$ cat src/core/cit_defines.vh
// cit_defines.vh: operation codes and cycle counts of the execution timing core
// assumes: included by bare name from every design file that needs it
`ifndef CIT_DEFINES_VH
`define CIT_DEFINES_VH

// ----------------------------------------------------------------
// operation codes (5 bits)
// ----------------------------------------------------------------
`define CIT_OP_W 5
`define CIT_OP_JUMP_DIRECT 5'h00
`define CIT_OP_JUMP_INDIRECT 5'h01
`define CIT_OP_CALL_DIRECT 5'h02
`define CIT_OP_CALL_INDIRECT 5'h03
`define CIT_OP_BRANCH_TRUE 5'h04
`define CIT_OP_BRANCH_FALSE 5'h05
`define CIT_OP_LOAD_MULTI_REGS 5'h06
`define CIT_OP_STORE_MULTI_REGS 5'h07
`define CIT_OP_LOOP_DECREMENT_BRANCH 5'h08
`define CIT_OP_SHIFT_LEFT 5'h09
`define CIT_OP_SHIFT_RIGHT 5'h0a
`define CIT_OP_SHIFT_LEFT_IMM 5'h0b
`define CIT_OP_SHIFT_RIGHT_IMM 5'h0c
`define CIT_OP_SHIFT_LEFT_CARRY 5'h0d
`define CIT_OP_SHIFT_RIGHT_CARRY 5'h0e
`define CIT_OP_COPY_CARRY_TO_REG 5'h0f
`define CIT_OP_COPY_INV_CARRY_TO_REG 5'h10
`define CIT_OP_TEST_NO_ZERO_BYTE 5'h11
`define CIT_OP_MULTIPLY_OP 5'h12
`define CIT_OP_BREAKPOINT_OP 5'h13
`define CIT_OP_DOZE_OP 5'h14
`define CIT_OP_WAIT_OP 5'h15
`define CIT_OP_STOP_OP 5'h16

// ----------------------------------------------------------------
// cycle counts
// ----------------------------------------------------------------
`define CIT_CNT_W 5
`define CIT_CYC_SINGLE 5'h01
`define CIT_CYC_JUMP_DIRECT 5'h02
`define CIT_CYC_JUMP_INDIRECT 5'h03
`define CIT_CYC_BRANCH_UNTAKEN 5'h01
`define CIT_CYC_BRANCH_TAKEN 5'h02
`define CIT_CYC_MULTIPLY_OP_MIN 5'h03
`define CIT_CYC_MULTIPLY_OP_MAX 5'h12
`define CIT_CYC_MULTIPLY_OP_BASE 5'h02
`define CIT_REG_COUNT_W 5

`endif

$ cat src/core/cit_core_timing.v
// cit_core_timing: executes one issued operation at a time with the core's cycle timing
// assumes: issue and bus-pending inputs come from logic on SYS_CLK, no synchroniser
`timescale 1ns/10ps
`include "cit_defines.vh"

module cit_core_timing (
  // clock and reset
  input wire SYS_CLK,
  input wire RST_N,
  // issue port
  input wire ISSUE_VALID,
  input wire [4:0] ISSUE_OP,
  input wire [31:0] ISSUE_A,
  input wire [31:0] ISSUE_B,
  input wire [4:0] ISSUE_REG_COUNT,
  output reg ISSUE_READY,
  // system bus status
  input wire BUS_PENDING,
  // completion
  output reg DONE,
  output reg [4:0] DONE_OP,
  output reg [4:0] CYCLES,
  output reg [31:0] RESULT,
  output reg RESULT_WE,
  output reg CARRY,
  output reg BRANCH_TAKEN,
  output reg [31:0] BRANCH_TARGET,
  output reg HALT_REQ
);

  // ----------------------------------------------------------------
  // state
  // ----------------------------------------------------------------
  localparam ST_IDLE = 2'h0;
  localparam ST_BUSY = 2'h1;
  localparam ST_DRAIN = 2'h2;
  reg [1:0] st_q;
  reg [1:0] st_d;
  // one bit wider than CYCLES: 31 registers still occupy 32 cycles
  reg [5:0] cnt_q;
  reg [5:0] cnt_d;
  reg [5:0] occ;
  reg ready_d;
  reg done_d;
  reg halt_d;
  reg [4:0] op_q;
  reg [4:0] op_sel;

  // decoded values of the operation being accepted
  reg [4:0] n_cyc;
  reg [31:0] res_v;
  reg res_we_v;
  reg carry_v;
  reg taken_v;
  reg [31:0] target_v;
  reg [31:0] dec_v;
  reg [31:0] shl_v;
  reg [31:0] shr_v;
  reg [5:0] shamt;

  wire accept;
  wire [31:0] multiply_op_product;
  wire [4:0] multiply_op_latency;
  wire [3:0] byte_nz;
  wire issue_halt;

  assign accept = ISSUE_VALID & ISSUE_READY;

  cit_multiply_op_latency u_multiply_op (
    .op_a(ISSUE_A),
    .op_b(ISSUE_B),
    .product(multiply_op_product),
    .latency(multiply_op_latency)
  );

  function is_halt_op;
    input [4:0] op;
    begin
      is_halt_op = (op == `CIT_OP_BREAKPOINT_OP) || (op == `CIT_OP_DOZE_OP) ||
                   (op == `CIT_OP_WAIT_OP) || (op == `CIT_OP_STOP_OP);
    end
  endfunction

  assign issue_halt = is_halt_op(ISSUE_OP);

  // ----------------------------------------------------------------
  // per-byte zero detect for the byte test
  // ----------------------------------------------------------------
  genvar gb;
  generate
    for (gb = 0; gb < 4; gb = gb + 1) begin : g_byte
      assign byte_nz[gb] = (ISSUE_A[8*gb+7:8*gb] != 8'h00);
    end
  endgenerate

  // ----------------------------------------------------------------
  // shifter shared by the shift operations
  // ----------------------------------------------------------------
  always @* begin
    case (ISSUE_OP)
      `CIT_OP_SHIFT_LEFT, `CIT_OP_SHIFT_RIGHT: begin
        shamt = ISSUE_B[5:0];
      end
      `CIT_OP_SHIFT_LEFT_IMM, `CIT_OP_SHIFT_RIGHT_IMM: begin
        shamt = {1'b0, ISSUE_B[4:0]};
      end
      default: begin
        shamt = 6'h01;
      end
    endcase
    // a register amount whose low six bits are 32 to 63 clears the operand
    shl_v = shamt[5] ? 32'h00000000 : (ISSUE_A << shamt[4:0]);
    shr_v = shamt[5] ? 32'h00000000 : (ISSUE_A >> shamt[4:0]);
    dec_v = ISSUE_A - 32'h00000001;
  end

  // ----------------------------------------------------------------
  // decode: cycle count and architectural effect of each operation
  // ----------------------------------------------------------------
  always @* begin
    n_cyc = `CIT_CYC_SINGLE;
    res_v = 32'h00000000;
    res_we_v = 1'b0;
    carry_v = CARRY;
    taken_v = 1'b0;
    target_v = 32'h00000000;
    case (ISSUE_OP)
      `CIT_OP_JUMP_DIRECT: begin
        n_cyc = `CIT_CYC_JUMP_DIRECT;
        taken_v = 1'b1;
        target_v = ISSUE_A;
      end
      `CIT_OP_JUMP_INDIRECT: begin
        n_cyc = `CIT_CYC_JUMP_INDIRECT;
        taken_v = 1'b1;
        target_v = ISSUE_A;
      end
      `CIT_OP_CALL_DIRECT: begin
        n_cyc = `CIT_CYC_JUMP_DIRECT;
        taken_v = 1'b1;
        target_v = ISSUE_A;
        res_v = ISSUE_B;
        res_we_v = 1'b1;
      end
      `CIT_OP_CALL_INDIRECT: begin
        n_cyc = `CIT_CYC_JUMP_INDIRECT;
        taken_v = 1'b1;
        target_v = ISSUE_A;
        res_v = ISSUE_B;
        res_we_v = 1'b1;
      end
      `CIT_OP_BRANCH_TRUE: begin
        taken_v = CARRY;
        target_v = ISSUE_A;
        n_cyc = CARRY ? `CIT_CYC_BRANCH_TAKEN : `CIT_CYC_BRANCH_UNTAKEN;
      end
      `CIT_OP_BRANCH_FALSE: begin
        taken_v = ~CARRY;
        target_v = ISSUE_A;
        n_cyc = CARRY ? `CIT_CYC_BRANCH_UNTAKEN : `CIT_CYC_BRANCH_TAKEN;
      end
      `CIT_OP_LOAD_MULTI_REGS, `CIT_OP_STORE_MULTI_REGS: begin
        n_cyc = ISSUE_REG_COUNT + `CIT_CYC_SINGLE;
      end
      `CIT_OP_LOOP_DECREMENT_BRANCH: begin
        // carry set while the decremented count stays above zero
        res_v = dec_v;
        res_we_v = 1'b1;
        carry_v = ~dec_v[31] && (dec_v != 32'h00000000);
        taken_v = carry_v;
        target_v = ISSUE_B;
        n_cyc = carry_v ? `CIT_CYC_BRANCH_TAKEN : `CIT_CYC_BRANCH_UNTAKEN;
      end
      `CIT_OP_SHIFT_LEFT, `CIT_OP_SHIFT_LEFT_IMM: begin
        res_v = shl_v;
        res_we_v = 1'b1;
      end
      `CIT_OP_SHIFT_RIGHT, `CIT_OP_SHIFT_RIGHT_IMM: begin
        res_v = shr_v;
        res_we_v = 1'b1;
      end
      `CIT_OP_SHIFT_LEFT_CARRY: begin
        res_v = shl_v;
        res_we_v = 1'b1;
        carry_v = ISSUE_A[31];
      end
      `CIT_OP_SHIFT_RIGHT_CARRY: begin
        res_v = shr_v;
        res_we_v = 1'b1;
        carry_v = ISSUE_A[0];
      end
      `CIT_OP_COPY_CARRY_TO_REG: begin
        res_v = {31'h00000000, CARRY};
        res_we_v = 1'b1;
      end
      `CIT_OP_COPY_INV_CARRY_TO_REG: begin
        res_v = {31'h00000000, ~CARRY};
        res_we_v = 1'b1;
      end
      `CIT_OP_TEST_NO_ZERO_BYTE: begin
        carry_v = &byte_nz;
      end
      `CIT_OP_MULTIPLY_OP: begin
        n_cyc = multiply_op_latency;
        res_v = multiply_op_product;
        res_we_v = 1'b1;
      end
      default: begin
        n_cyc = `CIT_CYC_SINGLE;
      end
    endcase
    if ((ISSUE_OP == `CIT_OP_LOAD_MULTI_REGS) || (ISSUE_OP == `CIT_OP_STORE_MULTI_REGS)) begin
      occ = {1'b0, ISSUE_REG_COUNT} + 6'h01;
    end else begin
      occ = {1'b0, n_cyc};
    end
  end

  // ----------------------------------------------------------------
  // sequencer: counts the occupancy, holds halt ops until the bus drains
  // ----------------------------------------------------------------
  always @* begin
    st_d = st_q;
    cnt_d = cnt_q;
    done_d = 1'b0;
    op_sel = op_q;
    case (st_q)
      ST_DRAIN: begin
        // a halt op acts only once the outstanding bus transaction has ended
        if (!BUS_PENDING) begin
          st_d = ST_IDLE;
          done_d = 1'b1;
        end
      end
      ST_BUSY: begin
        cnt_d = cnt_q - 6'h01;
        if (cnt_q == 6'h01) begin
          st_d = ST_IDLE;
          done_d = 1'b1;
        end
      end
      ST_IDLE: begin
        if (accept) begin
          op_sel = ISSUE_OP;
          if (issue_halt && BUS_PENDING) begin
            st_d = ST_DRAIN;
          end else if (occ <= 6'h01) begin
            done_d = 1'b1;
          end else begin
            st_d = ST_BUSY;
            cnt_d = occ - 6'h01;
          end
        end
      end
      default: begin
        st_d = ST_IDLE;
      end
    endcase
    ready_d = (st_d == ST_IDLE);
    halt_d = done_d && is_halt_op(op_sel);
  end

  // ----------------------------------------------------------------
  // sequencer and pulse registers
  // ----------------------------------------------------------------
  always @(posedge SYS_CLK) begin
    if (!RST_N) begin
      st_q <= ST_IDLE;
      cnt_q <= 6'h00;
      ISSUE_READY <= 1'b0;
      DONE <= 1'b0;
      HALT_REQ <= 1'b0;
    end else begin
      st_q <= st_d;
      cnt_q <= cnt_d;
      ISSUE_READY <= ready_d;
      DONE <= done_d;
      HALT_REQ <= halt_d;
    end
  end

  // ----------------------------------------------------------------
  // completion registers, loaded at the accept edge, held until the next
  // ----------------------------------------------------------------
  always @(posedge SYS_CLK) begin
    if (!RST_N) begin
      op_q <= 5'h00;
      DONE_OP <= 5'h00;
      CYCLES <= 5'h00;
      RESULT <= 32'h00000000;
      RESULT_WE <= 1'b0;
      CARRY <= 1'b0;
      BRANCH_TAKEN <= 1'b0;
      BRANCH_TARGET <= 32'h00000000;
    end else if (accept) begin
      op_q <= ISSUE_OP;
      DONE_OP <= ISSUE_OP;
      CYCLES <= n_cyc;
      RESULT <= res_v;
      RESULT_WE <= res_we_v;
      CARRY <= carry_v;
      BRANCH_TAKEN <= taken_v;
      BRANCH_TARGET <= target_v;
    end
  end

endmodule // cit_core_timing

$ cat src/core/cit_multiply_op_latency.v
// cit_multiply_op_latency: 32-bit product and its result-magnitude dependent latency
// assumes: purely combinational, operands stable while sampled by the caller
`timescale 1ns/10ps
`include "cit_defines.vh"

module cit_multiply_op_latency (
  // operands
  input wire [31:0] op_a,
  input wire [31:0] op_b,
  // result
  output wire [31:0] product,
  output reg [4:0] latency
);

  reg [5:0] sig_bits;
  reg [5:0] half_bits;
  reg [4:0] lat_raw;
  integer i;

  assign product = op_a * op_b;

  // ----------------------------------------------------------------
  // significant bits of the result
  // ----------------------------------------------------------------
  always @* begin
    sig_bits = 6'h00;
    for (i = 0; i < 32; i = i + 1) begin
      if (product[i]) begin
        sig_bits = i[5:0] + 6'h01;
      end
    end
  end

  // ----------------------------------------------------------------
  // two result bits per cycle on top of a fixed base, clamped 3..18
  // ----------------------------------------------------------------
  always @* begin
    half_bits = (sig_bits + 6'h01) >> 1;
    lat_raw = `CIT_CYC_MULTIPLY_OP_BASE + half_bits[4:0];
    if (lat_raw < `CIT_CYC_MULTIPLY_OP_MIN) begin
      latency = `CIT_CYC_MULTIPLY_OP_MIN;
    end else if (lat_raw > `CIT_CYC_MULTIPLY_OP_MAX) begin
      latency = `CIT_CYC_MULTIPLY_OP_MAX;
    end else begin
      latency = lat_raw;
    end
  end

endmodule // cit_multiply_op_latency

$ cat config.mk
export PLATFORM = sky130hd
export DESIGN_NAME = cit_core_timing
export DESIGN_NICKNAME = d
export VERILOG_FILES = /design/src/core/cit_core_timing.v /design/src/core/cit_multiply_op_latency.v
export VERILOG_INCLUDE_DIRS = /design/src /design/src/core
export SDC_FILE = /design/constraint.sdc
export NUM_CORES = 2
export LEC_CHECK = 0
export ABC_AREA = 1
export BUFFER_PORTS_ARGS = -buffer_cell sky130_fd_sc_hd__buf_4
export CORE_MARGIN = 2
export CORE_UTILIZATION = 40
export CTS_BUF_LIST = sky130_fd_sc_hd__clkbuf_16
export DETAILED_ROUTE_END_ITERATION = 12
export GPL_TIMING_DRIVEN = 0
export PLACE_DENSITY = 0.61
export SLEW_MARGIN = 20
export SYNTH_ARGS = -nofsm -noshare
export SYNTH_HDL_FRONTEND = slang
export SYNTH_SLANG_ARGS = --single-unit
$ cat constraint.sdc
create_clock -name SYS_CLK -period 22.6 [get_ports SYS_CLK]
set_clock_uncertainty 0.15 [all_clocks]
set_input_delay 4.52 -clock SYS_CLK [delete_from_list [all_inputs] [get_ports SYS_CLK]]
set_output_delay 4.52 -clock SYS_CLK [all_outputs]
set_load 0.03 [all_outputs]
==> results.json <==
{
  "status": "complete, no violations",
  "post_cts_resized": 0,
  "die_area_mm2": 0.0679,
  "max-clock-path-buffers": 2,
  "reg2reg_slack_ns": 19.96,
  "endpoint_kind": "flip-flop",
  "grt.overflow.total": 0,
  "globalRouteTotalUtil": 0.360,
  "initial_utilization": 0.402,
  "die_h_um": 261,
  "synth_mux_area_frac": 0.0106,
  "ys_seq_elements": 93,
  "max_slew_margin": 0.174,
  "synth_nets": 4574,
  "async_flop_share": 0,
  "final_antenna_net_count": 0,
  "routed-via-count": 26900,
  "crit_fanout": 10,
  "netlist_area_mm2": 0.0263,
  "synthAdderAreaFrac": 0.374,
  "tightest_slew_ns": 1.24,
  "yosysWarnings": 0,
  "antenna_found_initial": 2,
  "drc_errors": 0,
  "seq_area_frac_synth": 0.0707,
  "synth_compound_area_frac": 0.107,
  "drtIter0Drc": 3257,
  "avgViaCountPerCell": 5.41,
  "synth_top_family_by_area": "adder cells",
  "max-cap-violations": 0,
  "placementRows": 94,
  "wl_um": 122000,
  "nets": 4713,
  "setup_viol": 0,
  "cts_htree_levels": 3,
  "grt_setup_unrepaired": "false",
  "fillers": 7084,
  "gp_congestion": 1.05,
  "io_buffers": 128,
  "layout_min_cycle_time_ns": 15.99,
  "synth-main-ff-cell": "dfxtp_1",
  "cts_setup_buffers": 0,
  "required_ns": 22.70,
  "wl_per_cell_um": 24.6,
  "dp_slack_ns": 6.48,
  "path_delay_family": "adder cells",
  "clock_latency_ns": 0.36,
  "criticalPathCategory": "in -> reg",
  "slowest_stage": "buf_1",
  "hp-class": "reg -> reg",
  "synth_edf_count": 0,
  "fmax_mhz": 62.5,
  "grt_pass1_vias": 26500,
  "worstPathArrival_ns": 16.09,
  "firstDrtPassIters": 6,
  "drive_above_1_share": 0.0554,
  "hold_viol": 0,
  "clk_pin_slew_ns": 0.07,
  "drv_slew": 0,
  "startpoint_type": "input pin",
  "cts_tree": "built",
  "cts_buffers": 9,
  "syn_inst": 3954,
  "syn_to_final_growth_pct": 8.91,
  "cts_sinks": 93,
  "period_share": 0.708,
  "regArea_mm2": 0.00186,
  "cts_root_buf": "clkbuf_16",
  "synthXorXnorAreaFrac": 0.0361,
  "core_mm2": 0.0655,
  "ys_types": 64,
  "cts_hold_buf": 0,
  "worst_path_most_repeated_cell": "nand2_1",
  "fp.dieW_um": 261,
  "multi_input_area_mm2": 0.0197,
  "worst_slack_ns": 6.61,
  "worst-path-buf-inv": 11,
  "io_pins": 158,
  "critPathMaxStageDelay_ns": 0.80,
  "grt_start_max_net_pins": 17,
  "finalSetupTns_ns": 0,
  "grt_pass1_wl_um": 176000,
  "yosys.area_share.simple": 0.219,
  "syn_avg_cell_area_um2": 6.66,
  "hpwl_um": 101000
}
## cell families after synthesis
kind of cell | Yosys count
AO/OA/AOI/OAI | 495
XOR/XNOR | 105
adder cells (fa/ha/maj) | 542
buffers and inverters | 1260
flip-flops | 93
multiplexers | 28
AND/OR/NAND/NOR | 1431
## cell usage in the layout, fill, tap and decap left out, drive strengths merged, types with 2 or more instances in the layout
cell type / n
nand3: 89
nand3b: 7
xor2: 61
inv: 1045
a21o: 2
o311ai: 3
mux2i: 28
nor3: 20
and3: 2
dfxtp: 93
o211ai: 23
nor4: 4
clkinv: 8
o31ai: 5
o21ai: 225
ha: 134
fa: 408
nand2: 1116
nand4: 22
a31oi: 4
diode: 2
clkbuf: 152
o22ai: 31
a22oi: 2
a211oi: 5
or2: 7
xnor2: 44
nor2: 160
o2111ai: 12
a21oi: 152
o221ai: 16
a221oi: 5
buf: 197
## per-stage QoR
stage	hold slack [ns]	instance area, µm²	instances	utilization
floorplan	0.295	26300	3954	-
global placement	0.306	28400	4946	0.433
detailed placement	0.307	28400	4946	0.433
CTS	0.317	28700	4962	0.438
global route	0.337	28700	4963	0.438
finish	0.316	28700	4964	0.438
## final timing paths
path	depth (start not counted)	start	endpoint
max	57	ISSUE_A[12]	cnt_q[5]
min	2	RESULT[8]	RESULT[8]
max reg2reg	7	ISSUE_READY	BRANCH_TARGET[22]
min reg2reg	2	RESULT[8]	RESULT[8]
## cell type report
| cell class | count | share of cell area |
|---|---|---|
| diodes | 2 | 0.000175 |
| plain buffers | 212 | 0.0298 |
| clock buffers | 9 | 0.00785 |
| clock inverters | 7 | 0.00253 |
| inverters | 1048 | 0.137 |
| multi-input cells | 2601 | 0.686 |
| flip-flops and latches | 93 | 0.0649 |
| well taps | 864 | 0.0377 |
| repair buffers | 128 | 0.0335 |
## synth_stat cells (14+ instances only)
master / count / area (µm²)
a21oi_1: 147 / 736
nor3_1: 14 / 70.1
clkbuf_1: 142 / 533
o21ai_0: 217 / 1090
xor2_1: 61 / 534
o211ai_1: 23 / 173
xnor2_1: 40 / 350
fa_1: 408 / 8170
nand3_1: 84 / 420
dfxtp_1: 93 / 1860
nand2_2: 16 / 100
o221ai_1: 16 / 140
inv_1: 1037 / 3890
buf_1: 48 / 180
ha_1: 134 / 1680
nand2_1: 1097 / 4120
o22ai_1: 31 / 194
mux2i_1: 28 / 280
nand4_1: 22 / 138
nor2_1: 155 / 582
## per-layer routing
metal  vias to the layer above  global-route usage  routed length, µm
met5                         -                   0                  0
met4                         0               0.213               9030
met3                       396              0.0710              11000
met2                      1544               0.570              54100
met1                     13000               0.456              47800
li1                      11900                   -                  -
## state kept, by name, summed over array words and instances, names as in the netlist
signal,flops
RESULT_WE,1
op_q,5
CYCLES,5
RESULT,32
DONE,1
cnt_q,6
CARRY,1
DONE_OP,5
ISSUE_READY,1
st_q,2
BRANCH_TAKEN,1
BRANCH_TARGET,32
HALT_REQ,1
## worst reg2reg max path: stages (launching register included)
cell and delay (ns):
dfxtp_1 0.39, nand2_1 0.20, inv_1 0.14, clkbuf_1 0.37
clkbuf_1 0.57, buf_1 0.36, nand2_1 0.22, a21oi_1 0.17
Power is left out: the tool's default activity adds up to more than one toggle a clock period on the data nets, which glitch-free logic cannot reach.
